File: src/logic/rsf_consts.svh
// constants of the spi slave, data queue and pattern detector
// assumes inclusion by the interface, the design modules and the checker
//
// What this block does
// - slave-only spi link, clock idle low, data sampled on leading edge.
// - master changes mosi on falling sck, device samples on rising sck.
// - miso moves on falling sck while selected, released while nss high.
// - first byte is write bit then 7-bit address, all bytes msb first.
// - non-queue address advances after every data byte of a frame.
// - queue address stays fixed, every data byte goes to or from queue.
// - nss low opens a frame, first byte always an address byte.
// - during writes miso returns the register value before the write.
// - one queue of 66 bytes, shared by transmit and receive.
// - serializer sends bytes msb first, packs received bits into bytes.
// - not-empty flag shows stored bytes, refreshed while nss high and on its falling edge.
// - full flag high exactly when all queue entries hold data.
// - write to full queue sets overrun, drops byte; clearing empties queue.
// - frame sent flag rises when the serializer's last bit is out.
// - level flag re-evaluated only on queue reads, writes or clears.
// - queue emptied or kept on mode changes per the transition table.
// - enabled detector shifts received bits and compares with pattern.
// - first received bit meets pattern bit 7 of first byte.
// - pattern 1 to 8 bytes, up to 7 bit errors, also sent in transmit.
// - match flag cleared on leaving receive or when queue empties.
`ifndef RSF_CONSTS_SVH
`define RSF_CONSTS_SVH

`define RSF_QUEUE_DEPTH 66
`define RSF_QUEUE_ADDR  7'h00
`define RSF_ADDR_W      7
`define RSF_CNT_W       7
`define RSF_PAT_W       64

`endif

File: src/logic/rsf_pkg.sv
// types shared by the spi slave, its checker and the bench
// assumes rsf_consts.svh on the include path
package rsf_pkg;

    // ==========================================================
    // operating modes and controller states
    typedef enum logic [2:0] {
        RSF_SLEEP = 3'h0,
        RSF_STDBY = 3'h1,
        RSF_FS    = 3'h2,
        RSF_TX    = 3'h3,
        RSF_RX    = 3'h4
    } rsf_mode_t;

    typedef enum logic [1:0] {
        SPI_IDLE = 2'h0,
        SPI_ADDR = 2'h1,
        SPI_DATA = 2'h3
    } rsf_spi_st_t;

    typedef enum logic [1:0] {
        SER_IDLE = 2'h0,
        SER_SYNC = 2'h1,
        SER_PAY  = 2'h3,
        SER_DONE = 2'h2
    } rsf_ser_st_t;

endpackage

File: src/logic/rsf_queue_if.sv
// carrier between the spi slave and its byte queue
// assumes both ends run on the same clock
`timescale 1ns/1ps
`default_nettype none
`include "rsf_consts.svh"

interface rsf_queue_if #(parameter int DEPTH = `RSF_QUEUE_DEPTH);
    localparam int CW = $clog2(DEPTH + 1);
    logic          push;
    logic [7:0]    push_data;
    logic          pop;
    logic          flush;
    logic [7:0]    head;
    logic [CW-1:0] count;
    logic          empty;
    logic          full;

    modport user  (output push, push_data, pop, flush,
                   input  head, count, empty, full);
    modport store (input  push, push_data, pop, flush,
                   output head, count, empty, full);
endinterface

`default_nettype wire

File: src/logic/rsf_queue.sv
// byte queue shared by transmit and receive
// assumes one push and one pop per cycle at most
`timescale 1ns/1ps
`default_nettype none
`include "rsf_consts.svh"

module rsf_queue #(
    parameter int DEPTH = `RSF_QUEUE_DEPTH
) (
    input wire logic i_ref_clk,
    input wire logic i_rstn,
    rsf_queue_if.store qif
);
    localparam int AW = $clog2(DEPTH);
    localparam int CW = $clog2(DEPTH + 1);

    typedef struct packed {
        logic [AW-1:0] wr;
        logic [AW-1:0] rd;
        logic [CW-1:0] cnt;
    } rsf_qstate_t;

    rsf_qstate_t q;
    rsf_qstate_t d;
    logic [7:0]  mem [DEPTH];
    logic        do_push;
    logic        do_pop;

    function automatic logic [AW-1:0] nxt(input logic [AW-1:0] p);
        nxt = (p == AW'(DEPTH - 1)) ? '0 : p + 1'b1;
    endfunction

    // ==========================================================
    // pointers and count
    always_comb begin
        d       = q;
        do_push = qif.push & (q.cnt != CW'(DEPTH));
        do_pop  = qif.pop & (q.cnt != '0);
        if (do_push) begin
            d.wr = nxt(q.wr);
        end
        if (do_pop) begin
            d.rd = nxt(q.rd);
        end
        d.cnt = q.cnt + CW'(do_push) - CW'(do_pop);
        if (qif.flush) begin
            d = '0;
        end
    end

    always_ff @(posedge i_ref_clk) begin
        if (!i_rstn) begin
            q <= '0;
        end else begin
            q <= d;
        end
    end

    always_ff @(posedge i_ref_clk) begin
        if (do_push && !qif.flush) begin
            mem[q.wr] <= qif.push_data;
        end
    end

    assign qif.head  = mem[q.rd];
    assign qif.count = q.cnt;
    assign qif.empty = (q.cnt == '0);
    assign qif.full  = (q.cnt == CW'(DEPTH));

endmodule

`default_nettype wire

File: src/logic/rsf_spi_slave.sv
// spi slave register port with byte queue, serializer
// and incoming pattern detector
// assumes sck at most a quarter of i_ref_clk, i_bit_tick
// and i_rx_data generated on i_ref_clk
`timescale 1ns/1ps
`default_nettype none
`include "rsf_consts.svh"

module rsf_spi_slave #(
    parameter int DEPTH = `RSF_QUEUE_DEPTH
) (
    input  wire logic              i_ref_clk,
    input  wire logic              i_rstn,
    input  wire logic              i_spi_sck,
    input  wire logic              i_spi_nss_n,
    input  wire logic              i_spi_mosi,
    output logic                   o_spi_miso,
    output logic                   o_spi_miso_oe,
    input  wire rsf_pkg::rsf_mode_t i_mode,
    input  wire logic [6:0]        i_queue_level_threshold,
    input  wire logic              i_queue_overrun_clear,
    input  wire logic              i_pattern_detect_enable,
    input  wire logic [2:0]        i_pattern_length,
    input  wire logic [2:0]        i_pattern_error_tolerance,
    input  wire logic [63:0]       i_pattern_value,
    input  wire logic              i_bit_tick,
    input  wire logic              i_rx_data,
    output logic                   o_tx_data,
    output logic                   o_queue_has_data_flag,
    output logic                   o_queue_full_flag,
    output logic                   o_queue_overrun_flag,
    output logic                   o_queue_level_flag,
    output logic                   o_frame_transmitted_flag,
    output logic                   o_mode_settled_flag,
    output logic                   o_pattern_match_flag
);
    import rsf_pkg::*;

    localparam int CW = $clog2(DEPTH + 1);

    typedef struct packed {
        logic        sck_s1;
        logic        sck_s2;
        logic        sck_s3;
        logic        sel_s1;
        logic        sel_s2;
        logic        sel_s3;
        logic        mosi_s1;
        logic        mosi_s2;
        rsf_spi_st_t spi_st;
        logic [2:0]  bit_cnt;
        logic [7:0]  rx_sr;
        logic [7:0]  tx_sr;
        logic [6:0]  addr;
        logic        wnr;
        logic        miso;
        logic        miso_oe;
        rsf_mode_t   mode_prev;
        logic        settle_wait;
        logic        settled;
        logic        has_data;
        logic        full;
        logic        level;
        logic        qact;
        logic        overrun;
        logic        sent;
        logic        empty_q;
        rsf_ser_st_t ser_st;
        logic [2:0]  ser_cnt;
        logic [2:0]  ser_byte;
        logic [7:0]  ser_sr;
        logic        tx_data;
        logic [63:0] hist;
        logic        match;
    } rsf_state_t;

    rsf_state_t q;
    rsf_state_t d;

    logic [7:0] regs [1:127];
    logic       reg_we;
    logic [6:0] reg_wa;
    logic [7:0] reg_wd;
    logic       sck_rise;
    logic       sck_fall;
    logic       sel_rise;
    logic [7:0] in_byte;
    logic [6:0] nxt_addr;
    logic       nxt_wnr;
    logic       host_push;
    logic       ser_push;
    logic [7:0] ser_byte_in;
    logic       flush_mode;
    logic [63:0] hist_nxt;

    rsf_queue_if #(.DEPTH(DEPTH)) qif ();

    rsf_queue #(.DEPTH(DEPTH)) u_queue (
        .i_ref_clk (i_ref_clk),
        .i_rstn    (i_rstn),
        .qif       (qif)
    );

    // ==========================================================
    // helpers
    function automatic logic [7:0] reg_rd(input logic [6:0] a,
                                          input logic [7:0] h);
        if (a == `RSF_QUEUE_ADDR) begin
            reg_rd = h;
        end else begin
            reg_rd = regs[a];
        end
    endfunction

    function automatic logic [7:0] pat_byte(input logic [63:0] v,
                                            input logic [2:0]  i);
        pat_byte = v[8*(7-int'(i)) +: 8];
    endfunction

    // bit errors of the newest len bytes against the pattern
    function automatic logic [6:0] pat_errs(input logic [63:0] h,
                                            input logic [63:0] p,
                                            input logic [2:0]  lm1);
        logic [6:0] e;
        int         n;
        e = '0;
        n = 8 * (int'(lm1) + 1);
        for (int i = 0; i < 64; i++) begin
            if (i < n && h[i] != p[64 - n + i]) begin
                e = e + 7'h01;
            end
        end
        pat_errs = e;
    endfunction

    // ==========================================================
    // next state
    always_comb begin
        d = q;
        reg_we = 1'b0;
        reg_wa = '0;
        reg_wd = '0;
        host_push = 1'b0;
        ser_push = 1'b0;
        ser_byte_in = '0;
        qif.pop = 1'b0;
        nxt_addr = q.addr;
        nxt_wnr = q.wnr;
        hist_nxt = q.hist;

        // two-flop synchronisers on the pins
        d.sck_s1 = i_spi_sck;
        d.sck_s2 = q.sck_s1;
        d.sck_s3 = q.sck_s2;
        d.sel_s1 = ~i_spi_nss_n;
        d.sel_s2 = q.sel_s1;
        d.sel_s3 = q.sel_s2;
        d.mosi_s1 = i_spi_mosi;
        d.mosi_s2 = q.mosi_s1;
        sck_rise = q.sck_s2 & ~q.sck_s3;
        sck_fall = ~q.sck_s2 & q.sck_s3;
        sel_rise = q.sel_s2 & ~q.sel_s3;
        in_byte = {q.rx_sr[6:0], q.mosi_s2};

        // spi frame handling
        if (!q.sel_s2) begin
            d.spi_st = SPI_IDLE;
            d.miso_oe = 1'b0;
            d.miso = 1'b0;
        end else begin
            if (sel_rise) begin
                d.spi_st = SPI_ADDR;
                d.bit_cnt = '0;
                d.miso_oe = 1'b1;
                d.tx_sr = '0;
            end else if (sck_rise && q.spi_st != SPI_IDLE) begin
                d.rx_sr = in_byte;
                d.bit_cnt = q.bit_cnt + 3'h1;
                // queue byte leaves once its first bit was taken
                if (q.spi_st == SPI_DATA && q.bit_cnt == 3'h0
                    && !q.wnr && q.addr == `RSF_QUEUE_ADDR) begin
                    qif.pop = 1'b1;
                end
                if (q.bit_cnt == 3'h7) begin
                    if (q.spi_st == SPI_ADDR) begin
                        nxt_wnr = q.rx_sr[6];
                        nxt_addr = {q.rx_sr[5:0], q.mosi_s2};
                        d.spi_st = SPI_DATA;
                    end else begin
                        if (q.wnr && q.addr == `RSF_QUEUE_ADDR) begin
                            host_push = 1'b1;
                        end else if (q.wnr) begin
                            reg_we = 1'b1;
                            reg_wa = q.addr;
                            reg_wd = in_byte;
                        end
                        if (q.addr != `RSF_QUEUE_ADDR) begin
                            nxt_addr = q.addr + 7'h01;
                        end
                    end
                    d.wnr = nxt_wnr;
                    d.addr = nxt_addr;
                    // old contents go out, also for writes
                    d.tx_sr = reg_rd(nxt_addr, qif.head);
                    if (reg_we && reg_wa == nxt_addr) begin
                        d.tx_sr = reg_wd;
                    end
                end
            end else if (sck_fall && q.spi_st == SPI_DATA) begin
                d.miso = q.tx_sr[7];
                d.tx_sr = {q.tx_sr[6:0], 1'b0};
            end
        end

        // serializer and pattern detector
        flush_mode = 1'b0;
        if (i_mode != q.mode_prev) begin
            flush_mode = ((q.mode_prev == RSF_STDBY
                           || q.mode_prev == RSF_SLEEP)
                          && i_mode == RSF_RX)
                       || (q.mode_prev == RSF_RX && i_mode == RSF_TX)
                       || q.mode_prev == RSF_TX;
            d.ser_st = SER_IDLE;
            d.ser_cnt = '0;
            d.sent = 1'b0;
            d.settle_wait = (q.mode_prev == RSF_TX);
        end else if (i_bit_tick && i_mode == RSF_TX) begin
            case (q.ser_st)
                SER_IDLE: begin
                    d.ser_cnt = '0;
                    d.ser_byte = '0;
                    if (i_pattern_detect_enable) begin
                        d.ser_st = SER_SYNC;
                        d.ser_sr = pat_byte(i_pattern_value, 3'h0);
                    end else if (!qif.empty) begin
                        d.ser_st = SER_PAY;
                        d.ser_sr = qif.head;
                        qif.pop = 1'b1;
                    end
                end
                SER_SYNC, SER_PAY: begin
                    d.tx_data = q.ser_sr[7];
                    d.ser_sr = {q.ser_sr[6:0], 1'b0};
                    d.ser_cnt = q.ser_cnt + 3'h1;
                    if (q.ser_cnt == 3'h7) begin
                        if (q.ser_st == SER_SYNC
                            && q.ser_byte != i_pattern_length) begin
                            d.ser_byte = q.ser_byte + 3'h1;
                            d.ser_sr = pat_byte(i_pattern_value,
                                                q.ser_byte + 3'h1);
                        end else if (!qif.empty) begin
                            d.ser_st = SER_PAY;
                            d.ser_sr = qif.head;
                            qif.pop = 1'b1;
                        end else begin
                            d.ser_st = SER_DONE;
                            d.sent = 1'b1;
                        end
                    end
                end
                SER_DONE: begin
                    d.ser_st = SER_DONE;
                end
                default: begin
                    d.ser_st = SER_IDLE;
                end
            endcase
        end else if (i_bit_tick && i_mode == RSF_RX) begin
            hist_nxt = {q.hist[62:0], i_rx_data};
            d.hist = hist_nxt;
            if (q.match) begin
                ser_byte_in = {q.ser_sr[6:0], i_rx_data};
                d.ser_sr = ser_byte_in;
                d.ser_cnt = q.ser_cnt + 3'h1;
                ser_push = (q.ser_cnt == 3'h7);
            end
        end
        if (i_bit_tick) begin
            d.settle_wait = 1'b0;
        end
        d.mode_prev = i_mode;
        d.settled = (i_mode == q.mode_prev) && !q.settle_wait;

        // queue control, serializer push has priority
        qif.push = ser_push | host_push;
        qif.push_data = ser_push ? ser_byte_in : in_byte;
        qif.flush = flush_mode | i_queue_overrun_clear;

        // match flag, set wins over clear
        d.empty_q = qif.empty;
        if ((q.mode_prev == RSF_RX && i_mode != RSF_RX)
            || (qif.empty && !q.empty_q)) begin
            d.match = 1'b0;
        end
        if (i_bit_tick && i_mode == RSF_RX && i_mode == q.mode_prev
            && i_pattern_detect_enable && !q.match
            && pat_errs(hist_nxt, i_pattern_value, i_pattern_length)
               <= {4'h0, i_pattern_error_tolerance}) begin
            d.match = 1'b1;
            d.ser_cnt = '0;
        end

        // queue flags
        if (!q.sel_s2 || sel_rise) begin
            d.has_data = !qif.empty;
        end
        d.full = qif.full;
        d.qact = qif.push | qif.pop | qif.flush;
        if (q.qact) begin
            d.level = qif.count > CW'(i_queue_level_threshold);
        end
        if (i_queue_overrun_clear) begin
            d.overrun = 1'b0;
        end
        if (qif.push && qif.full) begin
            d.overrun = 1'b1;
        end
    end

    // ==========================================================
    // state registers
    always_ff @(posedge i_ref_clk) begin
        if (!i_rstn) begin
            q <= '0;
        end else begin
            q <= d;
        end
    end

    always_ff @(posedge i_ref_clk) begin
        if (reg_we) begin
            regs[reg_wa] <= reg_wd;
        end
    end

    // ==========================================================
    // outputs
    assign o_spi_miso               = q.miso;
    assign o_spi_miso_oe            = q.miso_oe;
    assign o_tx_data                = q.tx_data;
    assign o_queue_has_data_flag    = q.has_data;
    assign o_queue_full_flag        = q.full;
    assign o_queue_overrun_flag     = q.overrun;
    assign o_queue_level_flag       = q.level;
    assign o_frame_transmitted_flag = q.sent;
    assign o_mode_settled_flag      = q.settled;
    assign o_pattern_match_flag     = q.match;

endmodule

`default_nettype wire

File: config.mk
export PLATFORM = sky130hd
export DESIGN_NAME = rsf_spi_slave
export DESIGN_NICKNAME = d
export VERILOG_FILES = /design/src/logic/rsf_pkg.sv /design/src/logic/rsf_queue_if.sv /design/src/logic/rsf_queue.sv /design/src/logic/rsf_spi_slave.sv
export VERILOG_INCLUDE_DIRS = /design/src /design/src/logic
export SDC_FILE = /design/constraint.sdc
export NUM_CORES = 2
export LEC_CHECK = 0
export BUFFER_PORTS_ARGS = -buffer_cell sky130_fd_sc_hd__buf_4
export CAP_MARGIN = 15
export CORE_AREA = 2 2 316 443
export CTS_CLUSTER_DIAMETER = 80
export DETAILED_ROUTE_END_ITERATION = 12
export DIE_AREA = 0 0 318 445
export PLACE_DENSITY = 0.74
export SYNTH_ARGS = -nofsm -noshare
export SYNTH_HDL_FRONTEND = slang
export SYNTH_SLANG_ARGS = --single-unit
File: constraint.sdc
create_clock -name i_ref_clk -period 51.6 [get_ports i_ref_clk]
set_input_delay 5.16 -clock i_ref_clk [delete_from_list [all_inputs] [get_ports i_ref_clk]]
set_output_delay 5.16 -clock i_ref_clk [all_outputs]
set_load 0.05 [all_outputs]
==> impl_metrics.json <==
{
  "status": "finished clean",
  "fp.dieH_um": 445,
  "io_buffers": 98,
  "min_path_cells": 1,
  "async_flop_share": 0,
  "crit-reg2reg-capture": "q[77]",
  "reg2reg_from": "q[92]",
  "critPathTopFamily": "adder cells",
  "grt_pass1_vias": 53630,
  "clk_path_buf_depth": 3,
  "relSlewSlack": 0.1504,
  "place.gp.congestion": 1.030,
  "fin_setup_tns_ns": 0,
  "wl_met2_mm": 111.0,
  "grt_max_degree": 166,
  "reg2reg_slack_ns": 7.63,
  "worstSetupPathType": "in2reg",
  "cpMaxStageDelayCell": "mux4_2",
  "syn_avg_cell_area_um2": 12.52,
  "htree_levels": 4,
  "track_usage": 0.3117,
  "syn_inst": 6566,
  "grt_overflow": 0,
  "final.min_clock_period_ns": 48.50,
  "clkSinkCount": 1704,
  "seq_area_mm2": 0.04958,
  "critPathMaxStageDelay_ns": 0.58,
  "antenna_found_initial": 3,
  "finalWirelength_mm": 223.4,
  "grt_pass1_wl_mm": 331.9,
  "cts_tree": "built",
  "min_path_type": "reg2reg",
  "drtPass1Iterations": 6,
  "arrival_ns": 49.16,
  "rows": 161,
  "final_common_cell": "edfxtp_1",
  "via_per_inst": 6.459,
  "syn2layout_area_growth_pct": 9.260,
  "cts_made_buffers": 158,
  "startpoint_type": "input pin",
  "cp.required_ns": 52.27,
  "fmax_mhz": 20.62,
  "dieArea_mm2": 0.1415,
  "report.final.slew_viol_count": 0,
  "dp_hpwl_mm": 144.2,
  "final_cell_mix": "edfxtp_1, nand2_1, nor2_1",
  "nets": 6769,
  "drive_gt1_frac": 0.1238,
  "syn_area_mm2": 0.08218,
  "fill_cells": 9856,
  "dpl-instance-area_mm2": 0.08470,
  "cp_num_buf_inv": 15,
  "cp_max_fo": 19,
  "clk_pin_slew_ns": 0.06,
  "ys_seq_area_frac": 0.6032,
  "end_kind": "flip-flop",
  "fin_area_mm2": 0.08979,
  "max-cap-violations": 0,
  "drc": 0,
  "clk_latency_ns": 0.81,
  "drt_iter0_drc": 6256,
  "root_buffer": "clkbuf_16",
  "reg2reg_depth": 203,
  "io_pins": 99,
  "skew_ns": 0.02304,
  "ant_nets": 0,
  "worstMarginPinSlew_ns": 1.266,
  "synth.distinct_cells": 112,
  "multi_input_area_mm2": 0.03109,
  "yosys_most_used_dff": "edfxtp_1",
  "wire_per_inst_um": 26.28,
  "ys_seq_elements": 1704,
  "start_util": 0.5991,
  "core-area_mm2": 0.1372,
  "ys_warn_count": 0,
  "synth_edf_count": 1544,
  "min_from": "q[90]",
  "vias": 54910,
  "wl_met1_mm": 80.11,
  "hold_viol_final": 0,
  "setup_viol": 0,
  "crit_path_frequent_cell": "ha_1",
  "wl_met3_mm": 18.27,
  "min_to": "o_mode_settled_flag",
  "rsz0062_at_grt": "false",
  "fin_crit_sh": 0.9398,
  "fp.dieW_um": 318,
  "synth_fp_nets": 6753,
  "dr.max_layer_used": "met5"
}
## routing by layer
layer,up-vias,track usage
li1,24380,-
met1,27070,0.3825
met2,2834,0.5251
met3,631,0.05261
met4,2,0.1790
met5,-,0
## sequential cells by signal, indices dropped and copies added, names as in the netlist, 5 cells and up, named ones only
register,count
regs,1016
in_byte,8
d,5
q,109
u_queue.q,14
u_queue.qif.count,7
u_queue.mem,528
## per-stage QoR
stage          hold WS [ns]    util  instances  worst slack (ns)
6_report             0.4166  0.6545       8502             3.105
4_1_cts              0.4168  0.6532       8491             2.531
3_5_place_dp         0.4089  0.6175       8207             1.792
5_1_grt              0.4309  0.6545       8499            0.1785
3_3_place_gp         0.4125  0.6175       8207             2.683
2_1_floorplan        0.3924       -       6566             5.297
## repair_timing
item / in CTS / in global routing
buffers inserted: 0 / 2
hold endpoints to repair: 0 / 0
endpoints found under the setup margin: 0 / 4
gates resized for setup: 0 / 4
hold buffers: 0 / 0
## synth_stat cells (10+ instances only)
| cell | n | area share |
|---|---|---|
| edfxtp_1 | 1544 | 0.56 |
| nand2_1 | 1263 | 0.058 |
| nor2_1 | 516 | 0.024 |
| nand3_1 | 386 | 0.024 |
| clkbuf_1 | 261 | 0.012 |
| mux2i_1 | 242 | 0.029 |
| mux4_2 | 230 | 0.063 |
| xnor2_1 | 230 | 0.025 |
| a21oi_1 | 196 | 0.012 |
| dfxtp_1 | 160 | 0.039 |
| and3_1 | 145 | 0.011 |
| xor2_1 | 136 | 0.014 |
| a311oi_1 | 131 | 0.014 |
| o21ai_0 | 99 | 0.0060 |
| ha_1 | 97 | 0.015 |
| inv_1 | 90 | 0.0041 |
| nor3_1 | 77 | 0.0047 |
| buf_1 | 52 | 0.0024 |
| mux2_2 | 43 | 0.0059 |
| and2_1 | 42 | 0.0032 |
| a31oi_1 | 36 | 0.0027 |
| nor4_1 | 32 | 0.0024 |
| a32oi_1 | 30 | 0.0032 |
| a211oi_1 | 29 | 0.0026 |
| nand4_1 | 25 | 0.0019 |
| xnor2_2 | 24 | 0.0048 |
| nand2b_1 | 21 | 0.0016 |
| o22ai_1 | 21 | 0.0016 |
| xnor3_1 | 19 | 0.0052 |
| a21o_1 | 17 | 0.0016 |
| a22oi_1 | 17 | 0.0016 |
| nor2b_1 | 17 | 0.0013 |
| nor3b_1 | 16 | 0.0015 |
| or3_1 | 16 | 0.0012 |
| xor2_2 | 16 | 0.0032 |
| nand3b_1 | 14 | 0.0013 |
| o21ai_1 | 14 | 0.00085 |
| o211ai_1 | 13 | 0.0012 |
| or2_2 | 13 | 0.00099 |
| buf_2 | 12 | 0.00073 |
| o21a_1 | 12 | 0.0011 |
| o31ai_1 | 11 | 0.0010 |
| o31a_1 | 10 | 0.0011 |
## layout make-up
| type | count | area share |
|---|---|---|
| Clock buffer | 214 | 0.04872 |
| Antenna cell | 3 | 0.00008361 |
| Tap cell | 1793 | 0.02498 |
| Sequential cell | 1704 | 0.5521 |
| Clock inverter | 70 | 0.005825 |
| Multi-Input combinational cell | 4430 | 0.3462 |
| Inverter | 93 | 0.003902 |
| Timing Repair Buffer | 195 | 0.01813 |
## logic make-up (layout without fill, tap and decap cells)
logic type,after synthesis,after routing,synth area share
and+or+nand+nor,2634,2635,0.1416
DFF,1704,1704,0.6032
AOI/OAI and AO/OA,730,730,0.06131
muxes,523,523,0.1001
xor gates and xnor gates,443,443,0.05772
buffers and inverters,433,572,0.02106
adders and majority gates,99,99,0.01513
other,0,3,0
## worst max path at each step
| stage | end | depth (start not counted) | startpoint |
|---|---|---|---|
| 3_5_place_dp | q[77] | 206 | i_pattern_length[0] |
| 4_1_cts | q[77] | 206 | i_pattern_length[0] |
| 3_3_place_gp | q[77] | 206 | i_pattern_length[0] |
| 6_report | q[77] | 206 | i_pattern_length[0] |
| 5_1_grt | q[77] | 206 | i_pattern_length[0] |
| 2_1_floorplan | o_pattern_match_flag | 210 | i_mode[1] |
Power is left out: the tool's default activity adds up to more than one toggle a clock period on the data nets, which glitch-free logic cannot reach.
